==> src/vdec_pkg.sv <==
// Purpose: shared constants and types for the guest virtualization opcode decoder
// Assumes: 32-bit instruction words, one core clock, synchronous active-high reset
// Notes: all encodings below are field values of the instruction word
// How it works
// - config word three carries virt present flag
// - reserved codes raise reserved-instruction
// - higher-level encodings raise reserved-instruction
// - partner codes: reserved or coprocessor-unusable
// - optional debug return, reserved when absent
// - absent extension module codes raise reserved-instruction
// - field class codes decode a further field
// - major opcode 010000 selects system coprocessor
// - source field selects moves, guest, system op
// - guest class: 000 read, 010 write
// - row 000: root translation entry operations
// - row 001/010: root probe, guest operations
// - exception return, debug return, wait decode
// - hypervisor call; rows 110, 111 reserved
// - privileged op in unprivileged mode traps
package vdec_pkg;

    // major opcode field
    localparam int OP_MSB = 31;
    localparam int OP_LSB = 26;
    localparam logic [5:0] OPC_SYS_COP = 6'h10;
    // register-source field
    localparam int RS_MSB = 25;
    localparam int RS_LSB = 21;
    localparam logic [4:0] RS_MOVE_FROM = 5'h00;
    localparam logic [4:0] RS_GUEST = 5'h03;
    localparam logic [4:0] RS_MOVE_TO = 5'h04;
    localparam logic [1:0] RS_ROW_RESV = 2'h1;
    localparam logic [1:0] RS_ROW_SYSOP = 2'h3;
    // guest-transfer sub-function, bits 10..8
    localparam int GF_MSB = 10;
    localparam int GF_LSB = 8;
    localparam logic [2:0] GF_MOVE_FROM = 3'h0;
    localparam logic [2:0] GF_MOVE_TO = 3'h2;
    // system-op function field bits 5..0
    localparam int FN_MSB = 5;
    localparam int FN_LSB = 0;
    localparam logic [5:0] FN_RX_READ = 6'h01;
    localparam logic [5:0] FN_RX_WR_IDX = 6'h02;
    localparam logic [5:0] FN_RX_INV = 6'h03;
    localparam logic [5:0] FN_RX_FLINV = 6'h04;
    localparam logic [5:0] FN_RX_WR_RND = 6'h06;
    localparam logic [5:0] FN_RX_PROBE = 6'h08;
    localparam logic [5:0] FN_GX_READ = 6'h09;
    localparam logic [5:0] FN_GX_WR_IDX = 6'h0A;
    localparam logic [5:0] FN_GX_INV = 6'h0B;
    localparam logic [5:0] FN_GX_FLINV = 6'h0C;
    localparam logic [5:0] FN_GX_WR_RND = 6'h0E;
    localparam logic [5:0] FN_GX_PROBE = 6'h10;
    localparam logic [5:0] FN_EXC_RET = 6'h18;
    localparam logic [5:0] FN_DBG_RET = 6'h1F;
    localparam logic [5:0] FN_WAIT = 6'h20;
    localparam logic [5:0] FN_HYPERVISOR_CALL_CODE = 6'h28;
    // presence flag bit position in config word three
    localparam int CFG3_VIRT_BIT = 23;

    // one-hot operation index
    typedef enum logic [4:0] {
        OP_MOVE_FROM_SYS, OP_MOVE_TO_SYS, OP_MOVE_FROM_GUEST, OP_MOVE_TO_GUEST,
        OP_RX_READ, OP_RX_WR_IDX, OP_RX_INV, OP_RX_FLINV, OP_RX_WR_RND, OP_RX_PROBE,
        OP_GX_READ, OP_GX_WR_IDX, OP_GX_INV, OP_GX_FLINV, OP_GX_WR_RND, OP_GX_PROBE,
        OP_EXC_RET, OP_DBG_RET, OP_WAIT, OP_HYPER_CALL, OP_COUNT
    } op_idx_e;
    localparam int NUM_OPS = 20;
    typedef logic [NUM_OPS-1:0] op_sel_t;

    // decode result
    typedef struct packed {
        op_sel_t op_sel;
        logic resv_instr;
        logic cop_unusable;
        logic priv_trap;
        logic is_sys_cop;
    } dec_res_s;

endpackage

==> src/vdec_table.sv <==
// Purpose: combinational lookup of the system-coprocessor encoding tables
// Assumes: caller gates by the system-coprocessor major opcode
// Notes: pure logic, no state
`timescale 1ns/100ps
`default_nettype none
module vdec_table (
    // instruction and options
    input wire logic [31:0] instr_i,
    input wire logic debug_impl_i,
    // classification
    output logic [vdec_pkg::NUM_OPS-1:0] op_sel_o,
    output logic reserved_o
);
    import vdec_pkg::*;

    logic [4:0] rs;     // register-source field
    logic [2:0] gfn;    // guest sub-function
    logic [5:0] fn;     // system-op function

    // field class codes always go one table deeper before naming an op
    always_comb begin
        rs = instr_i[RS_MSB:RS_LSB];
        gfn = instr_i[GF_MSB:GF_LSB];
        fn = instr_i[FN_MSB:FN_LSB];
        op_sel_o = '0;
        reserved_o = 1'b0;
        if (rs == RS_MOVE_FROM) begin
            op_sel_o[OP_MOVE_FROM_SYS] = 1'b1;
        end else if (rs == RS_MOVE_TO) begin
            op_sel_o[OP_MOVE_TO_SYS] = 1'b1;
        end else if (rs == RS_GUEST) begin
            case (gfn)
                GF_MOVE_FROM: op_sel_o[OP_MOVE_FROM_GUEST] = 1'b1;
                GF_MOVE_TO: op_sel_o[OP_MOVE_TO_GUEST] = 1'b1;
                // odd codes are higher-level, 100..111 held back
                default: reserved_o = 1'b1;
            endcase
        end else if (rs[4:3] == RS_ROW_SYSOP) begin
            case (fn)
                FN_RX_READ: op_sel_o[OP_RX_READ] = 1'b1;
                FN_RX_WR_IDX: op_sel_o[OP_RX_WR_IDX] = 1'b1;
                FN_RX_INV: op_sel_o[OP_RX_INV] = 1'b1;
                FN_RX_FLINV: op_sel_o[OP_RX_FLINV] = 1'b1;
                FN_RX_WR_RND: op_sel_o[OP_RX_WR_RND] = 1'b1;
                FN_RX_PROBE: op_sel_o[OP_RX_PROBE] = 1'b1;
                FN_GX_READ: op_sel_o[OP_GX_READ] = 1'b1;
                FN_GX_WR_IDX: op_sel_o[OP_GX_WR_IDX] = 1'b1;
                FN_GX_INV: op_sel_o[OP_GX_INV] = 1'b1;
                FN_GX_FLINV: op_sel_o[OP_GX_FLINV] = 1'b1;
                FN_GX_WR_RND: op_sel_o[OP_GX_WR_RND] = 1'b1;
                FN_GX_PROBE: op_sel_o[OP_GX_PROBE] = 1'b1;
                FN_EXC_RET: op_sel_o[OP_EXC_RET] = 1'b1;
                FN_WAIT: op_sel_o[OP_WAIT] = 1'b1;
                FN_HYPERVISOR_CALL_CODE: op_sel_o[OP_HYPER_CALL] = 1'b1;
                FN_DBG_RET: begin
                    // optional debug return sits only at its listed slot
                    if (debug_impl_i) begin
                        op_sel_o[OP_DBG_RET] = 1'b1;
                    end else begin
                        reserved_o = 1'b1;
                    end
                end
                // every other column, and rows 110/111, is held back
                default: reserved_o = 1'b1;
            endcase
        end else begin
            // row 01, higher-level and held-back codes of row 00, and row 10
            reserved_o = 1'b1;
        end
    end

endmodule
`default_nettype wire

==> src/vdec_top.sv <==
// Purpose: guest virtualization opcode decoder top level
// Assumes: fetch presents one instruction word per cycle with a valid strobe
// Notes: decode is combinational; only the presence strap path is held in flops
`timescale 1ns/100ps
`default_nettype none
module guest_virt_opcode_decoder (
    // clock and reset
    input wire logic core_clk_i,
    input wire logic rst_i,
    // instruction from fetch
    input wire logic [31:0] instr_i,
    input wire logic instr_valid_i,
    // core state
    input wire logic priv_mode_i,
    input wire logic cop_access_ok_i,
    input wire logic debug_impl_i,
    input wire logic virt_impl_i,
    // decode result
    output vdec_pkg::dec_res_s dec_o,
    output logic dec_valid_o,
    // configuration word three, presence flag only
    output logic [31:0] config_word_three_o,
    output logic virt_present_flag_o
);
    import vdec_pkg::*;

    // ops that only the extension defines; decode and checks share this list
    function automatic op_sel_t module_ops();
        op_sel_t m;
        m = '0;
        m[OP_MOVE_FROM_GUEST] = 1'b1;
        m[OP_MOVE_TO_GUEST] = 1'b1;
        m[OP_GX_READ] = 1'b1;
        m[OP_GX_WR_IDX] = 1'b1;
        m[OP_GX_INV] = 1'b1;
        m[OP_GX_FLINV] = 1'b1;
        m[OP_GX_WR_RND] = 1'b1;
        m[OP_GX_PROBE] = 1'b1;
        m[OP_HYPER_CALL] = 1'b1;
        return m;
    endfunction

    // root ops stay usable on a core built without the extension
    localparam op_sel_t MODULE_OPS = module_ops();

    op_sel_t tbl_sel;       // table lookup select
    logic tbl_resv;         // table lookup reserved
    logic is_sys;           // major opcode hit
    logic virt_r;           // presence flag, caught after reset
    logic virt_nxt;
    logic [2:0] virt_sync_r;    // strap synchroniser, stage 0 meets the pin
    logic [2:0] virt_sync_nxt;
    op_sel_t mod_hit;           // table picked an op that only the extension defines
    dec_res_s res;

    // encoding tables
    vdec_table u_table (
        .instr_i(instr_i),
        .debug_impl_i(debug_impl_i),
        .op_sel_o(tbl_sel),
        .reserved_o(tbl_resv)
    );

    // the strap is a pin, so it crosses three stages before it is believed;
    // the stages carry no reset, so a steady strap has settled by the time
    // reset lifts and the flag is right on the first edge after release
    always_comb begin
        virt_sync_nxt = {virt_sync_r[1:0], virt_impl_i};
        if (virt_sync_r[1] == virt_sync_r[2]) begin
            // last two stages agree: take the new level
            virt_nxt = virt_sync_r[2];
        end else begin
            // still settling: keep what was believed, a one-cycle glitch never shows
            virt_nxt = virt_r;
        end
    end

    // synchroniser stages, registered only
    always_ff @(posedge core_clk_i) begin
        virt_sync_r <= virt_sync_nxt;
    end

    always_ff @(posedge core_clk_i) begin
        if (rst_i) begin
            virt_r <= 1'b0;
        end else begin
            virt_r <= virt_nxt;
        end
    end

    // the flag sits in its own bit, other bits of the word read zero
    always_comb begin
        config_word_three_o = '0;
        config_word_three_o[CFG3_VIRT_BIT] = virt_r;
        virt_present_flag_o = virt_r;
    end

    // classify in the same cycle the word arrives
    always_comb begin
        is_sys = (instr_i[OP_MSB:OP_LSB] == OPC_SYS_COP);
        res = '0;
        mod_hit = tbl_sel & MODULE_OPS;
        res.is_sys_cop = is_sys;
        if (instr_valid_i && is_sys) begin
            if (!cop_access_ok_i || !priv_mode_i) begin
                // unprivileged or denied access traps before any table lookup
                res.cop_unusable = 1'b1;
                res.priv_trap = !priv_mode_i;
            end else if (!virt_r && mod_hit != '0) begin
                // extension absent: its own codes are refused, base ops still decode
                res.resv_instr = 1'b1;
            end else begin
                res.op_sel = tbl_sel;
                res.resv_instr = tbl_resv;
            end
        end
        dec_o = res;
        dec_valid_o = instr_valid_i;
    end

    // properties on the decoder
    onehot_sel_a: assert property (@(posedge core_clk_i) disable iff (rst_i)
        $onehot0(dec_o.op_sel)) else $error("op select not one-hot");
    resv_excl_a: assert property (@(posedge core_clk_i) disable iff (rst_i)
        dec_o.resv_instr |-> dec_o.op_sel == '0) else $error("reserved with op");
    trap_unpriv_a: assert property (@(posedge core_clk_i) disable iff (rst_i)
        (instr_valid_i && is_sys && !priv_mode_i) |-> dec_o.cop_unusable)
        else $error("no trap in unprivileged mode");
    sysop_hit_a: assert property (@(posedge core_clk_i) disable iff (rst_i)
        dec_o.op_sel != '0 |-> instr_i[OP_MSB:OP_LSB] == OPC_SYS_COP)
        else $error("op outside system opcode");
    row01_resv_a: assert property (@(posedge core_clk_i) disable iff (rst_i)
        (instr_valid_i && is_sys && priv_mode_i && cop_access_ok_i && virt_r
         && instr_i[RS_MSB-:2] == RS_ROW_RESV) |-> dec_o.resv_instr)
        else $error("row 01 not reserved");
    hyp_call_a: assert property (@(posedge core_clk_i) disable iff (rst_i)
        dec_o.op_sel[OP_HYPER_CALL] |-> instr_i[FN_MSB:FN_LSB] == FN_HYPERVISOR_CALL_CODE)
        else $error("hypervisor call wrong code");
    guest_mv_a: assert property (@(posedge core_clk_i) disable iff (rst_i)
        dec_o.op_sel[OP_MOVE_TO_GUEST] |-> instr_i[GF_MSB:GF_LSB] == GF_MOVE_TO)
        else $error("guest move code wrong");
    dbg_opt_a: assert property (@(posedge core_clk_i) disable iff (rst_i)
        dec_o.op_sel[OP_DBG_RET] |-> debug_impl_i) else $error("debug return absent");
    // a strap level that stood through the synchroniser shows up one edge later
    flag_follow_a: assert property (@(posedge core_clk_i) disable iff (rst_i)
        (!$past(rst_i) && $past(virt_impl_i, 3) == $past(virt_impl_i, 4))
        |-> virt_present_flag_o == $past(virt_impl_i, 4)) else $error("flag lag wrong");
    absent_resv_a: assert property (@(posedge core_clk_i) disable iff (rst_i)
        (!virt_r && dec_o.op_sel != '0) |-> (dec_o.op_sel & MODULE_OPS) == '0)
        else $error("absent module op selected");
    absent_flag_a: assert property (@(posedge core_clk_i) disable iff (rst_i)
        (instr_valid_i && is_sys && priv_mode_i && cop_access_ok_i && !virt_r
         && mod_hit != '0) |-> (dec_o.resv_instr && dec_o.op_sel == '0))
        else $error("absent module not reserved");

    // these selects only rise on their own slots of the tables
    mv_from_a: assert property (@(posedge core_clk_i) disable iff (rst_i)
        dec_o.op_sel[OP_MOVE_FROM_SYS] |-> instr_i[RS_MSB:RS_LSB] == RS_MOVE_FROM)
        else $error("move from system wrong code");
    guest_from_a: assert property (@(posedge core_clk_i) disable iff (rst_i)
        dec_o.op_sel[OP_MOVE_FROM_GUEST] |-> instr_i[GF_MSB:GF_LSB] == GF_MOVE_FROM)
        else $error("guest read code wrong");
    root_read_a: assert property (@(posedge core_clk_i) disable iff (rst_i)
        dec_o.op_sel[OP_RX_READ] |-> (instr_i[RS_MSB-:2] == RS_ROW_SYSOP
        && instr_i[FN_MSB:FN_LSB] == FN_RX_READ)) else $error("root read wrong code");
    rx_probe_a: assert property (@(posedge core_clk_i) disable iff (rst_i)
        dec_o.op_sel[OP_RX_PROBE] |-> instr_i[FN_MSB:FN_LSB] == FN_RX_PROBE)
        else $error("root probe wrong code");
    guest_probe_a: assert property (@(posedge core_clk_i) disable iff (rst_i)
        dec_o.op_sel[OP_GX_PROBE] |-> instr_i[FN_MSB:FN_LSB] == FN_GX_PROBE)
        else $error("guest probe wrong code");
    exc_ret_a: assert property (@(posedge core_clk_i) disable iff (rst_i)
        dec_o.op_sel[OP_EXC_RET] |-> instr_i[FN_MSB:FN_LSB] == FN_EXC_RET)
        else $error("exception return wrong code");
    wait_code_a: assert property (@(posedge core_clk_i) disable iff (rst_i)
        dec_o.op_sel[OP_WAIT] |-> instr_i[FN_MSB:FN_LSB] == FN_WAIT)
        else $error("wait wrong code");

    // refusals: held-back rows, missing debug return, denied access, idle slots; no trap when privileged
    high_rows_a: assert property (@(posedge core_clk_i) disable iff (rst_i)
        (instr_valid_i && is_sys && priv_mode_i && cop_access_ok_i
         && instr_i[RS_MSB-:2] == RS_ROW_SYSOP && &instr_i[FN_MSB-:2])
        |-> dec_o.resv_instr) else $error("high function rows not reserved");
    dbg_absent_a: assert property (@(posedge core_clk_i) disable iff (rst_i)
        (instr_valid_i && is_sys && priv_mode_i && cop_access_ok_i && !debug_impl_i
         && instr_i[RS_MSB-:2] == RS_ROW_SYSOP && instr_i[FN_MSB:FN_LSB] == FN_DBG_RET)
        |-> dec_o.resv_instr) else $error("absent debug return not reserved");
    access_deny_a: assert property (@(posedge core_clk_i) disable iff (rst_i)
        (instr_valid_i && is_sys && !cop_access_ok_i) |-> (dec_o.cop_unusable
        && dec_o.op_sel == '0 && !dec_o.resv_instr)) else $error("denied access decoded");
    idle_quiet_a: assert property (@(posedge core_clk_i) disable iff (rst_i)
        !instr_valid_i |-> (dec_o.op_sel == '0 && !dec_o.resv_instr
        && !dec_o.cop_unusable)) else $error("idle slot decoded");
    priv_quiet_a: assert property (@(posedge core_clk_i) disable iff (rst_i)
        (instr_valid_i && is_sys && priv_mode_i) |-> !dec_o.priv_trap)
        else $error("trap in privileged mode");

    wait_c: cover property (@(posedge core_clk_i) dec_o.op_sel[OP_WAIT]);
    gprobe_c: cover property (@(posedge core_clk_i) dec_o.op_sel[OP_GX_PROBE]);
    resv_c: cover property (@(posedge core_clk_i) dec_o.resv_instr);
    unus_c: cover property (@(posedge core_clk_i) dec_o.cop_unusable);
    absent_c: cover property (@(posedge core_clk_i) !virt_r && dec_o.op_sel != '0);

endmodule
`default_nettype wire

==> config.mk <==
export PLATFORM = sky130hd
export DESIGN_NAME = guest_virt_opcode_decoder
export DESIGN_NICKNAME = d
export VERILOG_FILES = /design/src/vdec_pkg.sv /design/src/vdec_table.sv /design/src/vdec_top.sv
export SDC_FILE = /design/constraint.sdc
export NUM_CORES = 1
export LEC_CHECK = 0
export BUFFER_PORTS_ARGS = -buffer_cell sky130_fd_sc_hd__buf_2
export CAP_MARGIN = 20
export CORE_ASPECT_RATIO = 0.75
export CORE_UTILIZATION = 32
export DETAILED_ROUTE_END_ITERATION = 8
export GPL_TIMING_DRIVEN = 1
export HOLD_SLACK_MARGIN = 0.12
export PLACE_DENSITY = 0.77
export SLEW_MARGIN = 20
export SYNTH_ARGS = -nofsm -noshare
export SYNTH_HDL_FRONTEND = slang
export SYNTH_SLANG_ARGS = --single-unit
==> constraint.sdc <==
create_clock -name core_clk_i -period 1.7 [get_ports core_clk_i]
set_clock_uncertainty 0.1 [all_clocks]
set_input_delay 0.17 -clock core_clk_i [delete_from_list [all_inputs] [get_ports core_clk_i]]
set_output_delay 0.17 -clock core_clk_i [all_outputs]
set_load 0.1 [all_outputs]
* After elaboration in Yosys (flattened, before gate mapping)
Index checks and enable logic that the tools add are counted.
W data, S select, Z words.
** Storage, ports and cells
- Flip-flop bits (word level) :: 4
- Output and inout port bits :: 58
- Input bits :: 39
- Logic and storage cells :: 73
** Operators by class
- Equality and inequality tests :: 22
- Mux-type cells :: 38
- Reduce and logical (&&, ||, !) cells :: 11
** Operators by type and width (count)
- $eq A6 B4 Y1 const B :: 6
- $mux W16 :: 2
- $mux W1 :: 28
- $eq A6 B5 Y1 const B :: 4
- $mux W23 :: 1
- $mux W21 :: 1
- $mux W20 :: 1
- $reduce_bool A20 Y1 :: 1
- $mux W19 :: 1
- $mux W18 :: 1
- $reduce_or A15 Y1 :: 1
- $eq A6 B2 Y1 const B :: 2
- $eq A6 B3 Y1 const B :: 2
- $eq A6 B6 Y1 const B :: 2
- $eq A6 B1 Y1 const B :: 1
- $eq A5 B2 Y1 const B :: 1
- $eq A5 B3 Y1 const B :: 1
- $logic_not A5 Y1 :: 1
- $mux W2 :: 2
- $eq A3 B2 Y1 const B :: 1
- $logic_not A1 Y1 :: 3
- $logic_not A3 Y1 :: 1
- $eq A2 B2 Y1 const B :: 1
- $logic_and A1 B1 Y1 :: 2
- other kinds (4) :: 4

* Longest topological paths before layout
Gate-level depths: netlist (run 1).
- Depth after elaboration :: 11
- Depth in mapped cells :: 7
- Depth with buffers taken out :: 5

* Modules after synthesis
From an unflattened synthesis (run 1), not the netlist that was laid out.
** Second synthesis, totals
- Cell total of the unflattened synthesis :: 126
- Area total of the unflattened synthesis :: 988.4 um^2
** Modules (own cells, without submodules)
- guest_virt_opcode_decoder :: instances 1, seq. area each 80.1 um^2, cells an instance 78, area each 701.9 um^2
- vdec_table :: instances 1, seq. area each 0.0 um^2, cells an instance 48, area each 286.5 um^2

* Worst setup path after synthesis (run 1)
Ideal clock, no wire load.
- Kind :: input to output
- Start :: in instr_i[29]
- End :: out dec_o[19] in the netlist's numbering
- Arrival time :: 4373 ps
- Data required time :: 1430 ps
- Setup slack :: -2943 ps
- Buffers on the path :: 0
- Cell stages on the path :: 5
- Cells stage by stage :: or4b_4 -> nor4_4 -> and2b_1 -> o21ai_2 -> nor4b_1
** RTL lines
- start, declared :: line vdec_top.sv:11 : input wire logic [31:0] instr_i,
- end, declared :: line vdec_top.sv:19 : output vdec_pkg::dec_res_s dec_o,

==> results.txt, run 1 <==
* Power Density: 409.5 nW/µm²
- IR analysis of the VDD net gives a maximum drop of 0.5840 mV.
- Once the floorplan was initialized, standard cells occupied 34.70% of the core.
- In this run the critical register-to-register path is launched from virt_present_flag_o$_SDFFE_PP0N_.
* Count of input and output buffers: 53
* Maximum Capacitance Violations: 0
- OpenSTA, run right after detailed placement, puts the worst setup slack at -517.3 ps.
- Max-slew violation total from the final report: 0
- The tightest min-delay check is of the reg2reg type.
* Placed instance count: 235
- Entering global routing, the biggest net connects 11 pins.
- Number of antenna violations at the first check in global routing: 0
- Across all setup checks in the final design, the least slack found is -519.7 ps.
- The highest layer touched by signal routing is met4.
- The finished layout holds 245 standard cells, fillers aside.
- First-pass GRT wire length: 4988 µm
- Site Rows: 16
- Leaving out fill and tap cells, the most frequent cells in the layout are 31 x sky130_fd_sc_hd__conb_1, 26 x sky130_fd_sc_hd__buf_2, 25 x sky130_fd_sc_hd__buf_12, 25 x sky130_fd_sc_hd__buf_4, 10 x sky130_fd_sc_hd__nor3_4.
- Power Total: 826.9 µW
* Fmax achieved: 450.5 MHz
* Detailed Route WL: 3468 µm
- Clock H-tree levels: 1
* Clock tree from TritonCTS: yes
* Core outline area: 2683 µm²
- Post-route DRC: 0
* Antenna cell count: 0
- Yosys mapped a number of flops with a built-in enable equal to 0.
* Most frequently used flop master after synthesis: sky130_fd_sc_hd__dfxtp_1
- Worst setup startpoint: instr_i[29]
- Number of DRC markers in iteration 0: 36
- Setup violations remaining at the end of the flow were counted as 24.
* Clock transition time at the flip-flop clock pins of the worst setup and hold paths: 30 ps
- After detailed routing, the met3 layer carries 160 µm of wire.
- The clock drives 4 sinks.
* Total Die Area: 3131 µm²
- Final count of hold timing violations: 0
- Data arrival time of the worst path: 1950 ps
* Netlist cell types: 39
* Remaining antenna violation count: 0
- Clock latency at the later pin of the worst-skew pair: 210 ps
* Synthesized area: 930.9 µm²
* Required time of the critical path: 1430 ps
- The first TritonRoute pass finished after 4 iterations.
* Root buffer cell: sky130_fd_sc_hd__clkbuf_8
* Share of final-layout standard cells stronger than drive strength 1: 60.29%
- Counting flops with an async set or reset pin after synthesis yields a share of 0%.
- Detailed placement ended at an HPWL of 2601 µm.
* Maximum count of clock buffers along a single path: 2
- Dividing the final minimum period by the clock period gives 130.6%.
- Min cycle time layout: 2220 ps
* Length of routed met2 wiring: 1862 µm
- CP endpoint kind: output port
- DRT met1 WL: 1340 µm
- DR vias: 1,157
- Filler cells: 172
- Dividing the detail-routed via count by the number of cells gives 4.722.
* Layout Nets: 250
- Synthesized instance count: 129
- The worst setup path is launched from an input pin.
- In this run the mean area of a mapped cell was 7.216 µm².
- Post-Route Setup TNS: -8902 ps
- The die is 48.71 µm tall.
- After detailed routing, the average wire length per cell comes to 14.16 µm.
* Critical path peak fanout: 7
- TritonCTS created 3 clock buffers.
- Summed over all cells, the static leakage comes to 0.0009713 µW.
* Synth warnings: 0
- Count of pins on the block boundary: 97
- For this run, the register share of the synthesized area comes to 8.602%.
- At the end of routability-driven placement, the weighted congestion stood at 0.8203.
- Run status: complete, but fails checks
- GRT Util Overall: 20.70%
* Unrepaired setup endpoints after global routing: true
- Startpoint-to-endpoint class of the critical path: in2out
- The library cell used most frequently in the layout, excluding fill and tap cells, is sky130_fd_sc_hd__conb_1.
* Violated checks: negative setup slack
* Die width: 64.28 µm
* Number of global-route vias before repair: 1,090
- Worst hold path startpoint: virt_sync_r[0]$_DFF_P_
* Grt ovf: 0
- Yosys reg bits: 4
* Layout area overhead: 116.9%
==> sequential cells by signal, summed over array words and instances, names as in the netlist <==
name and flops:
virt_present_flag_o 1, virt_sync_r 3
==> power breakdown <==
group / switching, µW / total [µW] / internal (µW)
logic: 436 / 528 / 91.4
registers: 5.39 / 106 / 100
clock network: 43.0 / 193 / 150
==> cell usage after synthesis (2+ instances only) <==
cell                       instances  area, µm²
sky130_fd_sc_hd__nor3_1            4      20.02
sky130_fd_sc_hd__buf_4            34      255.2
sky130_fd_sc_hd__nand3_1           6      30.03
sky130_fd_sc_hd__nor3_2            7      70.07
sky130_fd_sc_hd__clkbuf_1          4      15.01
sky130_fd_sc_hd__nor2_1           12      45.04
sky130_fd_sc_hd__nand2b_1          5      31.28
sky130_fd_sc_hd__dfxtp_1           4      80.08
sky130_fd_sc_hd__a21oi_1           8      40.04
sky130_fd_sc_hd__nand3b_1          3      22.52
sky130_fd_sc_hd__nor4_4            2      42.54
sky130_fd_sc_hd__or3_1             2      12.51
sky130_fd_sc_hd__or2_2             3      18.77
sky130_fd_sc_hd__nand2_1           7      26.28
sky130_fd_sc_hd__nor4_1            2      12.51
sky130_fd_sc_hd__inv_1             3      11.26
==> cell type report <==
type | count | area, µm² | area share [%]
repair buffers | 87 | 939.7 | 46.53
multi-input cells | 112 | 900.9 | 44.61
flip-flops and latches | 4 | 81.33 | 4.027
well taps | 36 | 45.04 | 2.230
clock buffers | 3 | 41.29 | 2.045
inverters | 3 | 11.26 | 0.5576
==> kinds of logic (layout without fill, tap and decap cells) <==
family	Yosys count	after routing	share of synthesized area, %
other	1	31	0.4028
and+or+nand+nor	64	64	47.05
buffers and inverters	43	93	31.85
AOI/OAI and AO/OA	17	17	12.10
DFF	4	4	8.602
==> critical path, stage by stage <==
cell and delay, ps:
sky130_fd_sc_hd__buf_6 90, sky130_fd_sc_hd__or4b_4 560, sky130_fd_sc_hd__nor4_4 200, sky130_fd_sc_hd__and2b_2 230, sky130_fd_sc_hd__o21ai_4 90, sky130_fd_sc_hd__buf_12 170
sky130_fd_sc_hd__nor4_4 200, sky130_fd_sc_hd__buf_12 220
==> routing by layer <==
metal	track usage [%]	up-vias
met5	0	-
met4	2.963	0
met3	3.302	8
met2	40.53	53
met1	23.58	549
li1	-	547
==> per-stage QoR <==
step | hold slack (ps) | util [%] | area (µm²)
3_3_place_gp | 172.8 | 68.00 | 1824
5_1_grt | 225.0 | 75.28 | 2019
3_5_place_dp | 173.6 | 68.00 | 1824
6_report | 219.9 | 75.28 | 2019
2_1_floorplan | 97.72 | - | 1227
4_1_cts | 223.9 | 73.93 | 1983
==> timing repair <==
item,in CTS,in global routing
resized for setup,15,5
hold buffers,2,0
setup endpoints to repair,23,24
setup buffers,3,3
hold endpoints to repair,2,0
pin swaps,7,6
==> path summary, 6_finish.rpt <==
check | depth (start not counted) | to | slack (ps)
worst min-delay path | 0 | virt_sync_r[1]$_DFF_P_ | 220
worst min register to register | 0 | virt_sync_r[1]$_DFF_P_ | 220
worst max register to register | 2 | virt_present_flag_o$_SDFFE_PP0N_ | 870
worst max-delay path | 8 | dec_o[23] | -520
(Power assumes the default switching activity.)
==> run 2, diff against run 1 <==
- REMOVE_ABC_BUFFERS: unset -> 1
==> run 2 against run 1 <==
The run still ends with negative setup slack left. Sequential share of layout area is 0.13 points lower. Worst setup slack better by 20 ps. Final cell count up 1.6%. Power is 4.1% higher. Combinational power increased by 5.5%. Via count increased by 5.5%. Non-clock buffer count rose by 4. Clock power rose by 3%.
==> results.txt, run 2 (synthesis gave the netlist of run 1 again) <==
- TritonCTS built the clock tree.
- CP endpoint kind: output port
* Capture instance of the worst register-to-register path: virt_present_flag_o$_SDFFE_PP0N_
- Antenna cell count: 0
* Final count of hold timing violations: 0
* Number of sinks handled by clock tree synthesis: 4
- Buf/Inv on CP: 3
- Stages on the worst setup path: 8
- Leaving out fill and tap cells, the most frequent cell in the layout is sky130_fd_sc_hd__conb_1.
- Setup repair after global routing could not meet its margin everywhere.
- Clock latency at the later pin of the worst-skew pair: 220 ps
* Slowest library cell on the worst path: sky130_fd_sc_hd__or4b_4
* Crit path setup slack, layout: -499.9 ps
* Clock transition time at the flip-flop clock pins of the worst setup and hold paths: 30 ps
- Placed instance count: 236
- The startpoint identified for the worst register-to-register timing path is virt_present_flag_o$_SDFFE_PP0N_.
- Global routing used 21.86% of the available tracks.
* Core outline area: 2683 µm²
* Final core utilization: 76.59%
* Number of DRC markers in iteration 0: 27
- The cell family contributing the most delay on the critical path is simple AND/OR/NAND/NOR gates.
* DR vias: 1,221
* Worst IR Drop VDD: 0.4646 mV
- The die covers 3131 µm².
* Cell-by-cell listing of the critical path: buf_6, or4b_4, nor4_4, and2b_2, o21ai_4, nor4b_4, buf_4, buf_12
- The final critical path takes up 129.4% of the cycle.
- STA puts the critical path data required time at 1430 ps.
- Startpoint-to-endpoint class of the critical path: in2out
- Setup violations remaining at the end of the flow were counted as 23.
- Across the run, the number of max-cap violations was 0.
- The final layout contains routed wiring with a total length of 4176 µm.
- Final std cells w/o fill: 249
* Root buffer cell: sky130_fd_sc_hd__clkbuf_8
- Pin count of the biggest net entering global routing: 11
- After detailed placement, the total cell area comes to 1652 µm².
- The die is 64.28 µm wide.
- Based on the critical path, the design can be clocked at up to 454.6 MHz.
* Power Density: 419.1 nW/µm²
- Once detailed placement completed, the half-perimeter wirelength came to 2469 µm.
- The floorplan step set the die height to 48.71 µm.
- Most flop-heavy register: virt_sync_r
- Remaining antenna violation count: 0
- STA classifies the critical path startpoint as an input pin.
- Worst-case register-to-register setup slack: 770 ps
* Site Rows: 16
* Data arrival time of the worst path: 1930 ps
* Clock H-tree levels: 1
* Endpoint of the most critical setup path: dec_o[19]
* Number of search-and-repair iterations in the first detailed-routing pass: 4
* Maximum count of clock buffers along a single path: 2
* Critical path peak fanout: 2
- Number of global-route vias before repair: 1,145
- Dividing the detail-routed wire length by the instance count gives 16.77 µm.
- Post-route DRC: 0
* Commonest non-fill, non-tap cells in the layout: 31 x sky130_fd_sc_hd__conb_1, 29 x sky130_fd_sc_hd__buf_4, 26 x sky130_fd_sc_hd__buf_2
- Layout area overhead: 120.7%
* Count of input and output buffers: 53
- Final estimated routing congestion in global placement: 0.8591
* Post-layout instance area: 2054 µm²
- Violated checks: negative setup slack
- Path type of the worst min-delay path: reg2reg
- Max-slew violation total from the final report: 0
* Effective utilization at floorplan: 34.70%
* Min cycle time layout: 2200 ps
- The first global-routing pass estimated 5244 µm of wire.
* Worst setup startpoint: instr_i[29]
* Num CTS Buffers: 3
* Layout Nets: 254
- Number of flip-flops in the largest register: 3
* Mean number of vias per cell: 4.904
- For the worst flop-to-flop path, the logic depth is 2.
- Biggest cell delay along the critical path: 550 ps
* Share of final-layout standard cells stronger than drive strength 1: 63.38%
- Run status: complete, but fails checks
* Count of pins on the block boundary: 97
- Overall power consumption after layout is estimated at 861.1 µW.
- Grt ovf: 0
- The analysis attributes to cell leakage a power of 0.0009551 µW.
- The number of antenna violations at the first check in global routing came to 0.
-- run 2: changes by cell type in the layout (fill, tap and decap cells not counted), moves of 2 or more --
| cell | previous run | this run |
|---|---|---|
| sky130_fd_sc_hd__buf_4 | 25 | 29 |
| sky130_fd_sc_hd__nor3_2 | 0 | 3 |
| sky130_fd_sc_hd__nor3_4 | 10 | 7 |
| sky130_fd_sc_hd__buf_6 | 9 | 7 |
| sky130_fd_sc_hd__buf_8 | 0 | 2 |
| sky130_fd_sc_hd__nor2_1 | 5 | 3 |
| sky130_fd_sc_hd__nor4_2 | 0 | 2 |
| sky130_fd_sc_hd__nor4_4 | 5 | 3 |
-- run 2: timing repair --
item / in CTS / in global routing
gates resized for setup: 30 / 29
buffers inserted: 5 / 5
endpoints found under the hold margin: 2 / 0
setup endpoints to repair: 23 / 23
pin swaps: 11 / 17
hold buffers: 2 / 0
-- run 2: worst min path at each step --
stage                                 startpoint                     end  depth (start not counted)
final                     virt_sync_r[0]$_DFF_P_  virt_sync_r[1]$_DFF_P_                          0
after global routing      virt_sync_r[0]$_DFF_P_  virt_sync_r[1]$_DFF_P_                          0
after CTS                 virt_sync_r[0]$_DFF_P_  virt_sync_r[1]$_DFF_P_                          0
after detailed placement             virt_impl_i  virt_sync_r[0]$_DFF_P_                          1
after global placement               virt_impl_i  virt_sync_r[0]$_DFF_P_                          1
after floorplan                      virt_impl_i  virt_sync_r[0]$_DFF_P_                          0
-- run 2: through the flow --
step	setup slack, ps	hold WS (ps)	setup TNS [ps]
3_5_place_dp	-543.5	185.0	-9641
3_3_place_gp	-533.4	173.6	-8988
6_report	-499.9	229.3	-8489
4_1_cts	-470.8	234.8	-8421
5_1_grt	-573.2	246.6	-10060
2_1_floorplan	-3996	97.72	-49810
-- run 2: layout make-up --
type	instances	area [µm²]
multi-input combinational	112	899.6
tap	36	45.04
inverter	3	11.26
clock buffer	3	41.29
fill	178	628.1
timing repair buffer	91	977.2
sequential	4	80.08
-- run 2: per-layer routing --
| layer | share of wire (%) | track usage (%) |
|---|---|---|
| met4 | 5.0 | 12.22 |
| met2 | 55 | 42.11 |
| met5 | 0 | 0 |
| met3 | 4.5 | 1.415 |
| met1 | 36 | 23.22 |
-- run 2: power breakdown --
group | internal [µW] | switching, µW
sequential | 100 | 4.99
clock | 151 | 48.3
combinational | 108 | 449
total | 359 | 502
==> run 3, diff against run 2 <==
- GPL_TIMING_DRIVEN: 1 -> 0
- SKIP_CTS_REPAIR_TIMING: unset -> 1
==> run 3 against run 2 <==
The run still ends with negative setup slack left. Global-route usage fell by 7.9 points. Sequential share of layout area rose by 1.3 points. Die area is the same. Maximum frequency decreased by 4.2%. Combinational power fell by 16%. Clock power barely moved. Register-to-register slack worse by 120 ps. Design area shrank 25%. Worst setup slack got worse by 96 ps. Hold slack lost 9.9 ps. Critical path depth down 1. Critical path type unchanged. Largest cell class is now multi-input gates.
==> results.txt, run 3 (synthesis gave the netlist of run 1 again) <==
- Once the floorplan was initialized, standard cells occupied 34.70% of the core.
* Crit path setup slack, layout: -596.3 ps
* Maximum Capacitance Violations: 0
- Portion of total power attributed to combinational logic: 60.5%
- The initialized floorplan defines 16 standard-cell rows.
- The first global-routing pass estimated 3519 µm of wire.
- The count of final max-slew check failures was 0.
- The largest single stage delay on the critical path is 540 ps.
* CP top delay family: simple AND/OR/NAND/NOR gates
* Run status: complete, but fails checks
* Clock latency at the later pin of the worst-skew pair: 220 ps
- Layout Nets: 222
- Final core utilization: 57.51%
* Worst setup SP type: input pin
* Internal power component: 306.5 µW
* Switching share of total power: 60.48%
- In this run, flip-flops and latches consume 13.8% of the power.
* Final count of hold timing violations: 0
* Worst setup slack before clock tree synthesis: -903.7 ps
- Clock H-tree levels: 1
* Worst hold margin: 219.3 ps
- The final route contains 1,040 vias.
- The library cell used most frequently in the layout, excluding fill and tap cells, is sky130_fd_sc_hd__conb_1.
* Antenna cell count: 0
* Count of pins on the block boundary: 97
- Of all nets on the critical path, the largest fanout is 6.
* Grt ovf: 0
- In this run the tightest slew margin relative to its limit is 63.59%.
- Commonest non-fill, non-tap cells in the layout: 31 x sky130_fd_sc_hd__conb_1, 28 x sky130_fd_sc_hd__buf_2, 13 x sky130_fd_sc_hd__buf_6
- The slowest stage of the critical path belongs to the cell sky130_fd_sc_hd__or4b_4.
- Port buffering added 53 buffers.
* Path type of the worst min-delay path: reg2reg
- After layout, the design draws a total of 775.4 µW.
- The critical path is of the in2out type.
* Number of search-and-repair iterations in the first detailed-routing pass: 4
- Num CTS Buffers: 3
- Fmax achieved: 435.5 MHz
* Min cycle time layout: 2296 ps
- Using the TritonRoute via totals, the vias-per-cell ratio works out to 4.793.
* Root buffer cell: sky130_fd_sc_hd__clkbuf_8
* Clock tree from TritonCTS: yes
- The clock drives 4 sinks.
- In this run the static leakage power is 0.0006941 µW.
* Post-route DRC: 0
* Power Density: 502.6 nW/µm²
* Share of final-layout standard cells stronger than drive strength 1: 50.83%
- Number of global-route vias before repair: 834
- The congestion estimate from routability-driven global placement came to 0.8404.
* Final period util: 135.1%
- Height of the die: 48.71 µm
* Total Die Area: 3131 µm²
* Number of flip-flops in the largest register: 3
- Required time of the critical path: 1430 ps
- Hpwl dp: 1781 µm
* Layout area overhead: 65.73%
* Die width: 64.28 µm
- STA classifies the critical path endpoint as an output port.
- Setup repair after global routing could not meet its margin everywhere.
* Post-layout instance area: 1543 µm²
- Number of failing setup endpoints in the final timing report: 23
- GRT Util Overall: 13.97%
- The number of antenna violations at the first check in global routing is 0.
- Cell seen most often among critical-path stages: sky130_fd_sc_hd__buf_6
* Switching power: 468.9 µW
- Placement-stage cell area: 1069 µm²
- After detailed routing, the average wire length per cell comes to 12.64 µm.
- Data arrival time of the worst path: 2030 ps
- Clock transition time at the flip-flop clock pins of the worst setup and hold paths: 30 ps
- Worst IR Drop VDD: 0.5432 mV
* Number of DRC markers in iteration 0: 42
* Remaining antenna violation count: 0
* Detailed Route WL: 2742 µm
* Violated checks: negative setup slack
- The number of buffers and inverters on the critical path is 2.
* Filler cells: 236
- No sink is reached through more buffers than the 2 on the longest clock path.
* Fraction of power consumed by the clock network: 25.7%
* Most flop-heavy register: virt_sync_r
* Pin count of the biggest net entering global routing: 14
- The region available for standard cell placement spans 2683 µm².
- For the pin with the worst max-slew slack, the measured transition is 542.0 ps.
- Cell-by-cell listing of the critical path: buf_6, or4b_4, nor4_4, and2b_2, o21ai_4, nor4b_4, buf_6
==> run 3: cell count changes in the layout (fill, tap and decap cells not counted), sizes merged <==
cell / delta
clkbuf: +1
o21ai: +1
buf: -34
==> run 3: power groups by stage <==
stage               clock (µW)  sequential [µW]  combinational, µW
detailed placement           0              106                443
global route               211              108                485
finish                     199              107                469
global placement             0              105                441
CTS                        204              104                444
floorplan                    0              127                352
==> run 3: metrics by stage <==
step | setup TNS [ps] | instances
6_report | -9408 | 217
5_1_grt | -11260 | 217
4_1_cts | -13540 | 211
3_5_place_dp | -13510 | 208
3_3_place_gp | -13450 | 208
2_1_floorplan | -49810 | 119
==> run 3: layout make-up <==
type                    count  area (µm²)  area share (%)
well taps                  36       45.04           2.920
flip-flops and latches      4       80.08           5.191
inverters                   3       11.26          0.7299
multi-input cells         113       820.8           53.20
repair buffers             58       544.3           35.28
clock buffers               3       41.29           2.676
==> run 3: path summary, 6_finish.rpt <==
check	from	end	slack, ps	cells past startpoint
hold reg to reg	virt_sync_r[0]$_DFF_P_	virt_sync_r[1]$_DFF_P_	220	0
hold / removal	virt_sync_r[0]$_DFF_P_	virt_sync_r[1]$_DFF_P_	220	0
setup reg to reg	virt_present_flag_o$_SDFFE_PP0N_	virt_present_flag_o$_SDFFE_PP0N_	650	2
setup / recovery	instr_i[29]	dec_o[19]	-600	7
==> run 3: routing by layer <==
layer,GRT usage (%),wire [µm]
met5,0,0
met4,5.185,48
met3,4.009,148
met2,23.68,1457
met1,16.57,1089
